==> src/rtl/amw_pkg.sv <==
package amw_pkg;

   // -----------------------------------------------------------------
   // Register map (word offsets on the plain register port)
   // -----------------------------------------------------------------
   localparam logic [3:0] ADDR_TIMING   = 4'h0;
   localparam logic [3:0] ADDR_WAITCFG  = 4'h1;
   localparam logic [3:0] ADDR_MASK_SET = 4'h2;
   localparam logic [3:0] ADDR_MASK_CLR = 4'h3;
   localparam logic [3:0] ADDR_STATUS   = 4'h4;
   localparam logic [3:0] ADDR_CTRL     = 4'h5;

   // -----------------------------------------------------------------
   // Field positions in async_space_timing_config
   // -----------------------------------------------------------------
   localparam int POS_SS      = 31;
   localparam int POS_EW      = 30;
   localparam int POS_WSETUP  = 26;
   localparam int POS_WSTROBE = 20;
   localparam int POS_WHOLD   = 17;
   localparam int POS_RSETUP  = 13;
   localparam int POS_RSTROBE = 7;
   localparam int POS_RHOLD   = 4;
   localparam int POS_TA      = 2;
   localparam int POS_BUS_WIDTH_SEL   = 0;

   // Wait config, mask, status and control bit positions
   localparam int POS_MAX_WAIT_COUNT    = 0;
   localparam int POS_WP      = 28;
   localparam int POS_IRQ_AT  = 0;
   localparam int POS_IRQ_WR  = 1;
   localparam int POS_NAND    = 0;

   // Reset values
   localparam logic [31:0] RST_TIMING  = 32'h3FFF_FFFD;
   localparam logic [31:0] RST_WAITCFG = 32'h1000_0080;

   // Timing: wait-limit granule in clock cycles
   localparam int WAIT_GRANULE = 16;

   // Bus width encodings
   localparam logic [1:0] WIDTH_8  = 2'h0;
   localparam logic [1:0] WIDTH_16 = 2'h1;
   localparam logic [1:0] WIDTH_32 = 2'h2;

   // Requester transfer request
   typedef struct packed {
      logic        write;
      logic [21:0] addr;
      logic [31:0] wdata;
      logic [3:0]  be;
   } amw_req_t;

   // External pin bundle
   typedef struct packed {
      logic        cs_n;
      logic        oe_n;
      logic        we_n;
      logic [3:0]  lane_n;
      logic [21:0] addr;
      logic [1:0]  bank;
      logic [31:0] dout;
      logic        doe;
   } amw_pins_t;

endpackage : amw_pkg

==> src/rtl/amw_async_ctrl.sv <==
`timescale 1ns/1ps
module amw_async_ctrl
   import amw_pkg::*;
#(
   parameter bit HAS_WAIT = 1'b1
) (
   // Clock and reset
   input  wire logic        SYS_CLK,
   input  wire logic        RSTN,
   // Register port
   input  wire logic [3:0]  REG_ADDR,
   input  wire logic [31:0] REG_WDATA,
   input  wire logic        REG_WR,
   input  wire logic        REG_RD,
   output logic      [31:0] REG_RDATA,
   // Requester side
   input  wire amw_req_t    REQ,
   input  wire logic        REQ_VALID,
   output logic             REQ_READY,
   output logic      [31:0] RSP_DATA,
   output logic             RSP_VALID,
   // SDRAM side hand-off
   input  wire logic        SDRAM_REQ,
   output logic             SDRAM_GRANT,
   // Memory pins
   output amw_pins_t        PINS,
   input  wire logic [31:0] DATA_IN,
   input  wire logic        WAIT_IN,
   // Interrupt
   output logic             IRQ
);

   // -----------------------------------------------------------------
   // Registers
   // -----------------------------------------------------------------
   logic [31:0] timing_reg;
   logic [31:0] waitcfg_reg;
   logic        mask_at_reg, mask_wr_reg;
   logic        nand_mode_reg;
   logic        stat_at_reg, stat_wr_reg;

   wire logic       ss       = timing_reg[POS_SS];
   wire logic       ew       = HAS_WAIT & timing_reg[POS_EW];
   wire logic [1:0] bw_sel   = timing_reg[POS_BUS_WIDTH_SEL +: 2];
   wire logic [1:0] turn_gap = timing_reg[POS_TA +: 2];
   wire logic       wpol     = waitcfg_reg[POS_WP];
   wire logic [7:0] max_wait = waitcfg_reg[POS_MAX_WAIT_COUNT +: 8];

   // Pulses from the access engine
   logic timeout_evt;
   logic wait_rise_evt;

   // Configuration registers; reserved fields stay zero without wait
   always_ff @(posedge SYS_CLK) begin
      if (!RSTN) begin
         timing_reg    <= HAS_WAIT ? RST_TIMING
                                   : (RST_TIMING & ~(32'h1 << POS_EW));
         waitcfg_reg   <= HAS_WAIT ? RST_WAITCFG : 32'h0000_0000;
         nand_mode_reg <= 1'b0;
      end else if (REG_WR) begin
         unique case (REG_ADDR)
            ADDR_TIMING: begin
               timing_reg <= HAS_WAIT ? REG_WDATA
                                      : (REG_WDATA & ~(32'h1 << POS_EW));
            end
            ADDR_WAITCFG: begin
               if (HAS_WAIT) waitcfg_reg <= REG_WDATA & 32'h1000_00FF;
            end
            ADDR_CTRL: nand_mode_reg <= REG_WDATA[POS_NAND];
            default: ;
         endcase
      end
   end

   // Shared mask; set and clear registers both steer it
   always_ff @(posedge SYS_CLK) begin
      if (!RSTN) begin
         mask_at_reg <= 1'b0;
         mask_wr_reg <= 1'b0;
      end else if (REG_WR && HAS_WAIT) begin
         if (REG_ADDR == ADDR_MASK_SET) begin
            if (REG_WDATA[POS_IRQ_AT]) mask_at_reg <= 1'b1;
            if (REG_WDATA[POS_IRQ_WR]) mask_wr_reg <= 1'b1;
         end else if (REG_ADDR == ADDR_MASK_CLR) begin
            if (REG_WDATA[POS_IRQ_AT]) mask_at_reg <= 1'b0;
            if (REG_WDATA[POS_IRQ_WR]) mask_wr_reg <= 1'b0;
         end
      end
   end

   // Sticky event status; a new event wins over a write-one clear
   always_ff @(posedge SYS_CLK) begin
      if (!RSTN) begin
         stat_at_reg <= 1'b0;
         stat_wr_reg <= 1'b0;
      end else begin
         if (timeout_evt)
            stat_at_reg <= 1'b1;
         else if (REG_WR && REG_ADDR == ADDR_STATUS && REG_WDATA[POS_IRQ_AT])
            stat_at_reg <= 1'b0;
         if (wait_rise_evt)
            stat_wr_reg <= 1'b1;
         else if (REG_WR && REG_ADDR == ADDR_STATUS && REG_WDATA[POS_IRQ_WR])
            stat_wr_reg <= 1'b0;
      end
   end

   // Interrupt line gated by the mask
   always_ff @(posedge SYS_CLK) begin
      if (!RSTN) IRQ <= 1'b0;
      else IRQ <= (stat_at_reg & mask_at_reg)
                | (stat_wr_reg & mask_wr_reg);
   end

   // Read data, one cycle after the strobe
   always_ff @(posedge SYS_CLK) begin
      if (!RSTN) REG_RDATA <= 32'h0000_0000;
      else if (REG_RD) begin
         unique case (REG_ADDR)
            ADDR_TIMING:  REG_RDATA <= timing_reg;
            ADDR_WAITCFG: REG_RDATA <= waitcfg_reg;
            ADDR_MASK_SET, ADDR_MASK_CLR:
               REG_RDATA <= {30'h0, mask_wr_reg, mask_at_reg};
            ADDR_STATUS:  REG_RDATA <= {30'h0, stat_wr_reg, stat_at_reg};
            ADDR_CTRL:    REG_RDATA <= {31'h0, nand_mode_reg};
            default:      REG_RDATA <= 32'h0000_0000;
         endcase
      end else REG_RDATA <= 32'h0000_0000;
   end

   // -----------------------------------------------------------------
   // Access engine
   // -----------------------------------------------------------------
   typedef enum logic [2:0] {
      ST_IDLE, ST_TURN, ST_SETUP, ST_STROBE, ST_HOLD, ST_SDRAM
   } amw_state_t;

   amw_state_t  state_reg;
   amw_req_t    req_reg;
   logic [11:0] cnt_reg;
   logic [11:0] wait_cnt_reg;
   logic [1:0]  beat_reg;
   logic        last_write_reg, any_async_reg;
   logic [31:0] rd_acc_reg;
   logic        wait_prev_reg;

   // Index of the last beat per transfer for the bus width
   function automatic logic [1:0] last_beat(input logic [1:0] w);
      unique case (w)
         WIDTH_8:  last_beat = 2'd3;
         WIDTH_16: last_beat = 2'd1;
         default:  last_beat = 2'd0;
      endcase
   endfunction : last_beat

   // Field pick by direction
   function automatic logic [5:0] pick(input logic wr, input int pw,
                                       input int pr, input int n);
      logic [5:0] v;
      v = 6'h0;
      for (int i = 0; i < n; i++) v[i] = wr ? timing_reg[pw+i]
                                            : timing_reg[pr+i];
      pick = v;
   endfunction : pick

   wire logic [5:0] setup_w  = pick(req_reg.write, POS_WSETUP, POS_RSETUP, 4);
   wire logic [5:0] strobe_w = pick(req_reg.write, POS_WSTROBE, POS_RSTROBE, 6);
   wire logic [5:0] hold_w   = pick(req_reg.write, POS_WHOLD, POS_RHOLD, 3);

   // Wait active level: fixed active high in NAND mode
   wire logic wait_act = nand_mode_reg ? WAIT_IN
                                       : (wpol ? WAIT_IN : ~WAIT_IN);
   wire logic stall    = ew & wait_act;
   // One bit wider than the counter: a full count of 255 gives 4096
   wire logic [12:0] wait_lim = 13'((max_wait + 13'd1) * WAIT_GRANULE);
   wire logic [1:0]  lane_w = bw_sel;
   wire logic [1:0]  sh = (lane_w == WIDTH_8) ? 2'd0 : 2'd1;

   // Wait rising edge detector for NAND mode
   always_ff @(posedge SYS_CLK) begin
      if (!RSTN) wait_prev_reg <= 1'b0;
      else wait_prev_reg <= WAIT_IN;
   end
   assign wait_rise_evt = HAS_WAIT & nand_mode_reg & WAIT_IN & ~wait_prev_reg;

   // Data lane for the current beat
   function automatic logic [31:0] beat_data(input logic [31:0] d,
                                             input logic [1:0] w,
                                             input logic [1:0] b);
      unique case (w)
         WIDTH_8:  beat_data = {24'h0, d[8*b +: 8]};
         WIDTH_16: beat_data = {16'h0, d[16*b[0] +: 16]};
         default:  beat_data = d;
      endcase
   endfunction : beat_data

   // Sequencer
   always_ff @(posedge SYS_CLK) begin
      if (!RSTN) begin
         state_reg      <= ST_IDLE;
         req_reg        <= '0;
         cnt_reg        <= 12'h000;
         wait_cnt_reg   <= 12'h000;
         beat_reg       <= 2'd0;
         last_write_reg <= 1'b0;
         any_async_reg  <= 1'b0;
         rd_acc_reg     <= 32'h0000_0000;
         timeout_evt    <= 1'b0;
         RSP_VALID      <= 1'b0;
         RSP_DATA       <= 32'h0000_0000;
         REQ_READY      <= 1'b0;
         SDRAM_GRANT    <= 1'b0;
      end else begin
         timeout_evt <= 1'b0;
         RSP_VALID   <= 1'b0;
         REQ_READY   <= 1'b0;
         unique case (state_reg)
            ST_IDLE: begin
               SDRAM_GRANT <= 1'b0;
               if (SDRAM_REQ) begin
                  // Idle gap before handing the bus to SDRAM
                  cnt_reg   <= {10'h0, turn_gap};
                  state_reg <= ST_SDRAM;
               end else if (REQ_VALID) begin
                  req_reg   <= REQ;
                  REQ_READY <= 1'b1;
                  beat_reg  <= 2'd0;
                  rd_acc_reg <= 32'h0000_0000;
                  cnt_reg   <= {10'h0, turn_gap};
                  if (any_async_reg && last_write_reg != REQ.write)
                     state_reg <= ST_TURN;
                  else begin
                     cnt_reg   <= 12'h000;
                     state_reg <= ST_SETUP;
                  end
               end
            end
            ST_SDRAM: begin
               if (cnt_reg == 12'h000) begin
                  SDRAM_GRANT <= 1'b1;
                  if (!SDRAM_REQ) begin
                     any_async_reg <= 1'b0;
                     state_reg     <= ST_IDLE;
                  end
               end else cnt_reg <= cnt_reg - 12'h001;
            end
            ST_TURN: begin
               if (cnt_reg == 12'h000) state_reg <= ST_SETUP;
               else cnt_reg <= cnt_reg - 12'h001;
            end
            ST_SETUP: begin
               if (cnt_reg == {6'h0, setup_w}) begin
                  cnt_reg      <= 12'h000;
                  wait_cnt_reg <= 12'h000;
                  state_reg    <= ST_STROBE;
               end else cnt_reg <= cnt_reg + 12'h001;
            end
            ST_STROBE: begin
               if (cnt_reg < {6'h0, strobe_w}) begin
                  cnt_reg <= cnt_reg + 12'h001;
               end else if (stall
                            && {1'b0, wait_cnt_reg} < wait_lim - 13'h0001)
               begin
                  wait_cnt_reg <= wait_cnt_reg + 12'h001;
               end else begin
                  if (stall) timeout_evt <= 1'b1;
                  if (!req_reg.write)
                     rd_acc_reg <= rd_acc_reg | (lane_w == WIDTH_32 ? DATA_IN
                        : lane_w == WIDTH_16
                        ? {16'h0, DATA_IN[15:0]} << (16 * beat_reg[0])
                        : {24'h0, DATA_IN[7:0]} << (8 * beat_reg));
                  cnt_reg   <= 12'h000;
                  state_reg <= ST_HOLD;
               end
            end
            ST_HOLD: begin
               if (cnt_reg == {6'h0, hold_w}) begin
                  cnt_reg        <= 12'h000;
                  last_write_reg <= req_reg.write;
                  any_async_reg  <= 1'b1;
                  if (beat_reg == last_beat(bw_sel)) begin
                     RSP_VALID <= 1'b1;
                     RSP_DATA  <= rd_acc_reg;
                     state_reg <= ST_IDLE;
                  end else begin
                     beat_reg  <= beat_reg + 2'd1;
                     state_reg <= ST_SETUP;
                  end
               end else cnt_reg <= cnt_reg + 12'h001;
            end
            default: state_reg <= ST_IDLE;
         endcase
      end
   end

   // Registered pin drive
   always_ff @(posedge SYS_CLK) begin
      if (!RSTN) begin
         PINS <= '{cs_n: 1'b1, oe_n: 1'b1, we_n: 1'b1, lane_n: 4'hF,
                   addr: 22'h0, bank: 2'h0, dout: 32'h0, doe: 1'b0};
      end else begin
         logic act, strb;
         act  = (state_reg == ST_SETUP) || (state_reg == ST_STROBE)
              || (state_reg == ST_HOLD);
         strb = (state_reg == ST_STROBE);
         PINS.cs_n   <= ~act | (ss & ~strb);
         PINS.oe_n   <= ~(strb & ~req_reg.write);
         PINS.we_n   <= ~(strb & req_reg.write & ~ss);
         PINS.lane_n <= (act & (ss | req_reg.write) & ~(~ss & ~strb))
                        ? ~req_reg.be : 4'hF;
         PINS.addr   <= act ? 22'((req_reg.addr << sh) | beat_reg) : 22'h0;
         PINS.bank   <= act ? req_reg.addr[1:0] : 2'h0;
         PINS.dout   <= beat_data(req_reg.wdata, bw_sel, beat_reg);
         PINS.doe    <= act & req_reg.write;
      end
   end

   // -----------------------------------------------------------------
   // Checks
   // -----------------------------------------------------------------
   property p_irq_mask;
      @(posedge SYS_CLK) disable iff (!RSTN)
      IRQ |-> $past(mask_at_reg | mask_wr_reg);
   endproperty
   a_irq_mask: assert property (p_irq_mask)
      else $error("interrupt without mask");

   property p_set_mask;
      @(posedge SYS_CLK) disable iff (!RSTN)
      (REG_WR && REG_ADDR == ADDR_MASK_SET && REG_WDATA[POS_IRQ_AT]
       && HAS_WAIT) |=> mask_at_reg;
   endproperty
   a_set_mask: assert property (p_set_mask)
      else $error("timeout mask not set");

   property p_clr_mask;
      @(posedge SYS_CLK) disable iff (!RSTN)
      (REG_WR && REG_ADDR == ADDR_MASK_CLR && REG_WDATA[POS_IRQ_WR])
      |=> !mask_wr_reg;
   endproperty
   a_clr_mask: assert property (p_clr_mask)
      else $error("wait-rise mask not cleared");

   property p_no_wait;
      @(posedge SYS_CLK) disable iff (!RSTN)
      (state_reg == ST_STROBE && !ew)
      |=> (state_reg != ST_STROBE || $stable(wait_cnt_reg));
   endproperty
   a_no_wait: assert property (p_no_wait)
      else $error("wait counted while disabled");

   property p_timeout;
      @(posedge SYS_CLK) disable iff (!RSTN)
      timeout_evt |=> stat_at_reg;
   endproperty
   a_timeout: assert property (p_timeout)
      else $error("timeout not flagged");

   property p_wait_lim;
      @(posedge SYS_CLK) disable iff (!RSTN)
      {1'b0, wait_cnt_reg} < wait_lim;
   endproperty
   a_wait_lim: assert property (p_wait_lim)
      else $error("wait beyond limit");

   property p_hold_exit;
      @(posedge SYS_CLK) disable iff (!RSTN)
      (state_reg == ST_HOLD && cnt_reg != {6'h0, hold_w})
      |=> state_reg == ST_HOLD;
   endproperty
   a_hold_exit: assert property (p_hold_exit)
      else $error("hold ended early");

   property p_setup_exit;
      @(posedge SYS_CLK) disable iff (!RSTN)
      (state_reg == ST_SETUP && cnt_reg != {6'h0, setup_w})
      |=> state_reg == ST_SETUP;
   endproperty
   a_setup_exit: assert property (p_setup_exit)
      else $error("setup ended early");

endmodule : amw_async_ctrl

==> config.mk <==
export PLATFORM = sky130hd
export DESIGN_NAME = amw_async_ctrl
export DESIGN_NICKNAME = d
export VERILOG_FILES = /design/src/rtl/amw_pkg.sv /design/src/rtl/amw_async_ctrl.sv
export SDC_FILE = /design/constraint.sdc
export NUM_CORES = 1
export LEC_CHECK = 0
export BUFFER_PORTS_ARGS = -buffer_cell sky130_fd_sc_hd__buf_2
export CORE_MARGIN = 2
export CORE_UTILIZATION = 30
export DETAILED_ROUTE_END_ITERATION = 8
export GPL_TIMING_DRIVEN = 1
export SLEW_MARGIN = 10
export SYNTH_ARGS = -nofsm -noshare
export SYNTH_HDL_FRONTEND = slang
export SYNTH_SLANG_ARGS = --single-unit
export TNS_END_PERCENT = 30
==> constraint.sdc <==
create_clock -name SYS_CLK -period 4.5 [get_ports SYS_CLK]
set_clock_uncertainty 0.2 [all_clocks]
set_input_delay 0.45 -clock SYS_CLK [delete_from_list [all_inputs] [get_ports SYS_CLK]]
set_output_delay 0.45 -clock SYS_CLK [all_outputs]
set_load 0.03 [all_outputs]
Yosys cells after proc, flatten, opt, wreduce, memory -nomap -nowiden
Index checks and enable logic that the tools add are counted.
{"block": "totals", "wordCells": 237, "in_bits": 134, "ff_bits": 302, "output_inout_bits": 132}
{"block": "classes", "n_mux": 81, "bitwise_logic": 31, "reduce_logical": 43, "order_cmp": 2, "n_eq_ne": 35, "n_shift": 5, "addsub": 6}
{"op": "$mux W32", "count": 7}
{"op": "$pmux W32 S5", "count": 1}
{"op": "$pmux W32 S2", "count": 2}
{"op": "$mux W12", "count": 10}
{"op": "$pmux W12 S5", "count": 1}
{"op": "$mux W1", "count": 35}
{"op": "$ne A2 B2 Y1 const B", "count": 17}
{"op": "$or A32 B32 Y32", "count": 1}
{"op": "$shiftx A32 B6 Y16", "count": 1}
{"op": "$shiftx A32 B6 Y8", "count": 1}
{"op": "$shl A16 B5 Y32", "count": 1}
{"op": "$shl A8 B5 Y32", "count": 1}
{"op": "$mux W3", "count": 9}
{"op": "$add A12 B1 Y12 const B", "count": 2}
{"op": "$pmux W12 S2", "count": 1}
{"op": "$or A22 B2 Y22", "count": 1}
{"op": "$shl A22 B1 Y22", "count": 1}
{"op": "$mux W2", "count": 10}
{"op": "$reduce_and A4 Y1", "count": 5}
{"op": "$pmux W3 S6", "count": 1}
{"op": "$reduce_and A2 Y1", "count": 8}
{"op": "$reduce_bool A2 Y1", "count": 8}
{"op": "$and A1 B1 Y1", "count": 13}
{"op": "$lt A12 B13 Y1", "count": 1}
{"op": "other kinds (37)", "count": 65}

Logic depth before layout (Yosys ltp)
{"block": "depth", "word_depth": 9, "depth_mapped": 16}

Least setup slack after synthesis
Ideal clock, no wire load.
{"block": "synth_path", "path_kind": "register to register", "from": "register waitcfg_reg[0]", "to": "register cnt_reg[6]", "arrival_ns": 3.318, "n_path_buf": 1, "setup_slack_ns": 0.907, "path_stages_with_launch": 15, "required_ns": 4.225, "period_less_slack_ns": 3.593, "setup_ns": 0.075, "path_cell_list": "dfxtp_1 -> clkbuf_1 -> nand2_1 -> mux2i_1 -> a2bb2oi_1 -> or3_1 -> mux2_2 -> a31oi_1 -> xor2_1 -> ha_1 -> nor4_1 -> a221oi_2 -> o31a_1 -> a311o_1 -> o22ai_1"}
{"block": "synth_via", "elab_chain_len": 6}
{"element": "from (decl)", "line_no": "amw_async_ctrl.sv:37", "rtl": "logic [31:0] waitcfg_reg;"}
{"element": "from (signal assigned)", "line_no": "amw_async_ctrl.sv:58", "rtl": "waitcfg_reg <= HAS_WAIT ? RST_WAITCFG : 32'h0000_0000;"}
{"element": "from (signal assigned)", "line_no": "amw_async_ctrl.sv:67", "rtl": "if (HAS_WAIT) waitcfg_reg <= REG_WDATA & 32'h1000_00FF;"}
{"element": "$add A8 B1 Y9", "line_no": "amw_async_ctrl.sv:175", "rtl": "wire logic [12:0] wait_lim = 13'((max_wait + 13'd1) * WAIT_GRANULE);"}
{"element": "$sub A13 B1 Y13", "line_no": "amw_async_ctrl.sv:262", "rtl": "&& {1'b0, wait_cnt_reg} < wait_lim - 13'h0001)"}
{"element": "$lt A12 B13 Y1", "line_no": "amw_async_ctrl.sv:262"}
{"element": "$logic_and A1 B1 Y1", "line_no": "amw_async_ctrl.sv:262"}
{"element": "$ne A3 B3 Y1 (no source line)"}
{"element": "$reduce_and A4 Y1 (no source line)"}
{"element": "to (signal assigned)", "line_no": "amw_async_ctrl.sv:256", "rtl": "end else cnt_reg <= cnt_reg + 12'h001;"}
{"element": "to (signal assigned)", "line_no": "amw_async_ctrl.sv:260", "rtl": "cnt_reg <= cnt_reg + 12'h001;"}
{"element": "to (signal assigned)", "line_no": "amw_async_ctrl.sv:289", "rtl": "end else cnt_reg <= cnt_reg + 12'h001;"}
{"element": "to (decl)", "line_no": "amw_async_ctrl.sv:140", "rtl": "logic [11:0] cnt_reg;"}
Every way passes these cells.
A chain may end at the register's enable or synchronous reset.

Worst setup path after layout
{"block": "layout_path", "from": "register waitcfg_reg[0]", "to": "register rd_acc_reg[18]"}
{"block": "layout_via", "elab_chain_len": 6}
{"element": "$add A8 B1 Y9", "line_no": "amw_async_ctrl.sv:175"}
{"element": "$sub A13 B1 Y13", "line_no": "amw_async_ctrl.sv:262"}
{"element": "$lt A12 B13 Y1", "line_no": "amw_async_ctrl.sv:262"}
{"element": "$logic_and A1 B1 Y1", "line_no": "amw_async_ctrl.sv:262"}
{"element": "$ne A2 B2 Y1 (no source line)"}
{"element": "$reduce_and A6 Y1 (no source line)"}
{"element": "to (signal assigned)", "line_no": "amw_async_ctrl.sv:268", "rtl": "rd_acc_reg <= rd_acc_reg | (lane_w == WIDTH_32 ? DATA_IN"}
{"element": "to (decl)", "line_no": "amw_async_ctrl.sv:144", "rtl": "logic [31:0] rd_acc_reg;"}
Every way passes these cells.

==> summary by stage <==
Status
The flow ran to the end, and the final reports show no timing, DRC or antenna violations.

Cells and area
In the layout the commonest cells are sky130_fd_sc_hd__nand2_1 (371), sky130_fd_sc_hd__dfxtp_1 (302), sky130_fd_sc_hd__buf_2 (265). Of the cells placed in the final design, the portion with a size suffix greater than 1 is 20.6%. Relative to the synthesized area, the layout overhead comes to 31.9%. The register with the most flip-flops in the layout has 64 of them.

In the final design database the tool counted 1979 nets. The library cell used most frequently in the layout, excluding fill and tap cells, is sky130_fd_sc_hd__nand2_1.

Clocking
The clock insertion delay at the later pin of the skew report is 0.55 ns. The TritonCTS clock tree is built. The clock slew seen by the registers of the worst setup and hold paths is 0.06 ns. The deepest clock path buffer count is 3. The root buffer cell chosen for the clock tree is sky130_fd_sc_hd__clkbuf_16.

In this run, post-CTS repair resized a total of 0 instances. Counting every sink on the clock net gives 302. The number of buffers created by CTS is 36. The H-tree generated during clock tree synthesis spans 2 levels.

Worst setup path
In this run the worst path has a maximum fanout of 24. The kind of start point of the critical path is a register. Among all stages on the critical path, the largest delay is contributed by sky130_fd_sc_hd__a221o_1.

The kind of cell adding the most delay to the critical path is compound AO/OA/AOI/OAI gates. Walking the worst path, the cells encountered are ha_1 -> nand2_1 -> a2bb2oi_1 -> or3_1 -> mux2_2 -> a31oi_1 -> xor2_1 -> ha_1 -> nor4_1 -> a221o_1 -> a311oi_2 -> buf_4 -> a21oi_1 -> nor2_1. The critical path's most frequent cell is sky130_fd_sc_hd__ha_1. On the worst path, the slowest cell contributes a delay of 0.50 ns. The number of buffers and inverters on the critical path is 1.

For the worst setup path, the data required time is 4.69 ns. The critical path is of the register to register type. The worst setup path is captured at a register. The data arrival at the endpoint of the critical path is 4.37 ns.

Global route
In the global route stage, overall resource usage came out at 18.3%. The via count of the first global-routing pass was 11.8k. The wire length of the first global-routing pass is 64400 µm. The number of antenna violations at the first check in global routing was 2. The total congestion overflow is 0.

Entering global routing, the biggest net connects 65 pins.

Synthesis
The count of unique library cells instantiated by Yosys is 78. The area of the mapped netlist is 0.0125 mm². The most used flip-flop cell after synthesis is sky130_fd_sc_hd__dfxtp_1. The synthesized instance count is 1503. The share of flip-flops with an asynchronous set or reset is 0%. Counting flops with a built-in enable in the synthesized netlist gives 0.

During synthesis, Yosys emitted a total of 0 warnings. The post-synthesis sequential area ratio is 48.4%. Dividing the synthesized area by the synthesized cell count gives 8.31 µm². The total of flip-flops plus latches after synthesis is 302. The net count after synthesis is 1655.

Route
After detailed routing, the average wire length per cell comes to 17.2 µm. Once detail routing completed, the nets flagged for antenna violations numbered 0. The initial DRC count is 849. The first detailed-routing pass took 7 iterations.

The number of vias in the routed layout is 12.1k. Using the TritonRoute via totals, the vias-per-cell ratio works out to 5.07. The remaining design rule violation count is 0. The post-detailed-routing wire length is 41000 µm.

STA
The final count of hold timing violations is 0. The worst pin sits at a relative slew slack of 37.9%. The worst path meets setup with 0.319 ns of slack.

Setup repair after global routing left no endpoint under its margin. The worst path uses 92.9% of the clock period. Static timing analysis puts the maximum clock frequency at 239 MHz. At the pin with the least slew margin, the transition time is 0.929 ns.

The final critical path time including I/O delays and setup is 4.18 ns. The number of max-slew violations in the final report came to 0. Setup violations remaining at the end of the flow were counted as 0. The sum of negative setup slack is 0 ns.

Placed design
Once detailed placement completed, the half-perimeter wirelength came to 27700 µm. The global placement routability congestion is 0.876. The count of port buffers added during placement is 265. Before CTS, the worst setup slack after placement is 0.428 ns.

Floorplan
The width of the die is 208 µm. The placeable core region is 0.0409 mm². The site row count is 74.

The effective utilization at floorplan is 30.5%. For this design the top-level I/O count stands at 266. The height of the die is 208 µm. The area of the die is 0.0433 mm².

Power and ir drop
The sum of internal, switching and leakage power is 0.00750 W. The maximum VDD drop is 0.216 mV. The reported leakage power is 6.78 nW. For this design the ratio of total power to cell area is 455 mW/mm².

Run
Max-cap violations in this run came to 0.

Min path
The type of the tightest min-delay check is input port to register.
## worst paths after layout
path	startpoint	end	slack [ns]	depth (start not counted)
setup / recovery	waitcfg_reg[0]$_SDFFE_PN0P_	rd_acc_reg[18]$_SDFFE_PN0P_	0.32	14
hold / removal	DATA_IN[5]	rd_acc_reg[5]$_SDFFE_PN0P_	0.05	2
setup reg to reg	waitcfg_reg[0]$_SDFFE_PN0P_	rd_acc_reg[18]$_SDFFE_PN0P_	0.32	14
hold reg to reg	req_reg[3]$_SDFFE_PN0P_	PINS[60]$_SDFF_PN1_	0.18	1
## routing by layer
metal / part of all wire [%] / wire [µm] / global-route usage, %
met3: 6.3 / 2580 / 4.53
met4: 3.8 / 1570 / 8.02
met1: 44 / 17900 / 23.3
met2: 46 / 18900 / 29.4
met5: 0.029 / 12 / 0
## cell type report
| type | instances | area [µm²] |
|---|---|---|
| Fill cell | 4154 | 24500 |
| Sequential cell | 302 | 6050 |
| Multi-Input combinational cell | 1085 | 5960 |
| Timing Repair Buffer | 387 | 2490 |
| Clock buffer | 48 | 1050 |
| Tap cell | 532 | 666 |
| Clock inverter | 15 | 191 |
| Inverter | 15 | 58.8 |
| Antenna cell | 1 | 2.50 |
## cell usage after synthesis, types with 3 or more instances
cell type,number,area (µm²)
sky130_fd_sc_hd__xor2_1,7,61.3
sky130_fd_sc_hd__nor4_1,6,37.5
sky130_fd_sc_hd__buf_6,4,45.0
sky130_fd_sc_hd__mux2_2,8,90.1
sky130_fd_sc_hd__buf_2,12,60.1
sky130_fd_sc_hd__dfxtp_1,302,6050
sky130_fd_sc_hd__o311ai_1,3,26.3
sky130_fd_sc_hd__nor4_4,3,63.8
sky130_fd_sc_hd__nand2_1,371,1390
sky130_fd_sc_hd__inv_1,13,48.8
sky130_fd_sc_hd__a21oi_1,192,961
sky130_fd_sc_hd__or3_1,12,75.1
sky130_fd_sc_hd__mux2i_1,24,240
sky130_fd_sc_hd__clkbuf_1,79,297
sky130_fd_sc_hd__o21ai_0,32,160
sky130_fd_sc_hd__a31oi_1,5,31.3
sky130_fd_sc_hd__xnor2_1,16,140
sky130_fd_sc_hd__a22oi_1,26,195
sky130_fd_sc_hd__a41oi_1,3,26.3
sky130_fd_sc_hd__a21o_1,5,37.5
sky130_fd_sc_hd__nor2b_1,8,50.1
sky130_fd_sc_hd__and2_1,31,194
sky130_fd_sc_hd__and3_1,25,156
sky130_fd_sc_hd__o211ai_1,3,22.5
sky130_fd_sc_hd__nor2_1,107,402
sky130_fd_sc_hd__nor3_1,15,75.1
sky130_fd_sc_hd__a222oi_1,7,70.1
sky130_fd_sc_hd__ha_1,18,225
sky130_fd_sc_hd__or4_1,3,22.5
sky130_fd_sc_hd__nand4_1,8,50.1
sky130_fd_sc_hd__nand3_1,50,250
sky130_fd_sc_hd__and4_1,3,26.3
sky130_fd_sc_hd__nor3b_1,5,37.5
sky130_fd_sc_hd__a22o_1,29,254
sky130_fd_sc_hd__buf_4,4,30.0
sky130_fd_sc_hd__nand2b_1,8,50.1
sky130_fd_sc_hd__o31ai_1,4,30.0
## kinds of logic after synthesis
group | share of synthesized area (%)
buf+inv | 3.99
xor+xnor | 1.61
fa+ha+maj | 1.80
flops | 48.4
mux | 2.65
compound gates | 17.5
simple gates | 24.0
## power breakdown
| part | leakage (nW) | total, W | switching (W) | internal (W) |
|---|---|---|---|---|
| logic | 3.73 | 0.00142 | 0.000900 | 0.000518 |
| registers | 2.44 | 0.00304 | 0.000210 | 0.00282 |
| clock network | 0.610 | 0.00304 | 0.00118 | 0.00187 |
| total | 6.78 | 0.00750 | 0.00229 | 0.00521 |
## timing repair
action	CTS	global route
endpoints found under the hold margin	107	0
buffers inserted	0	0
hold buffers	99	0
## through the flow
stage | hold slack, ns | std cells | utilization [%] | area (µm²)
5_1_grt | 0.0307 | 2384 | 40.2 | 16500
6_report | 0.0487 | 2385 | 40.2 | 16500
2_1_floorplan | 0.158 | 1503 | - | 12500
3_3_place_gp | 0.163 | 2222 | 34.8 | 14200
3_5_place_dp | 0.166 | 2222 | 34.8 | 14200
4_1_cts | 0.0164 | 2384 | 40.2 | 16500
No activity file was read; power rests on OpenSTA's default activity.
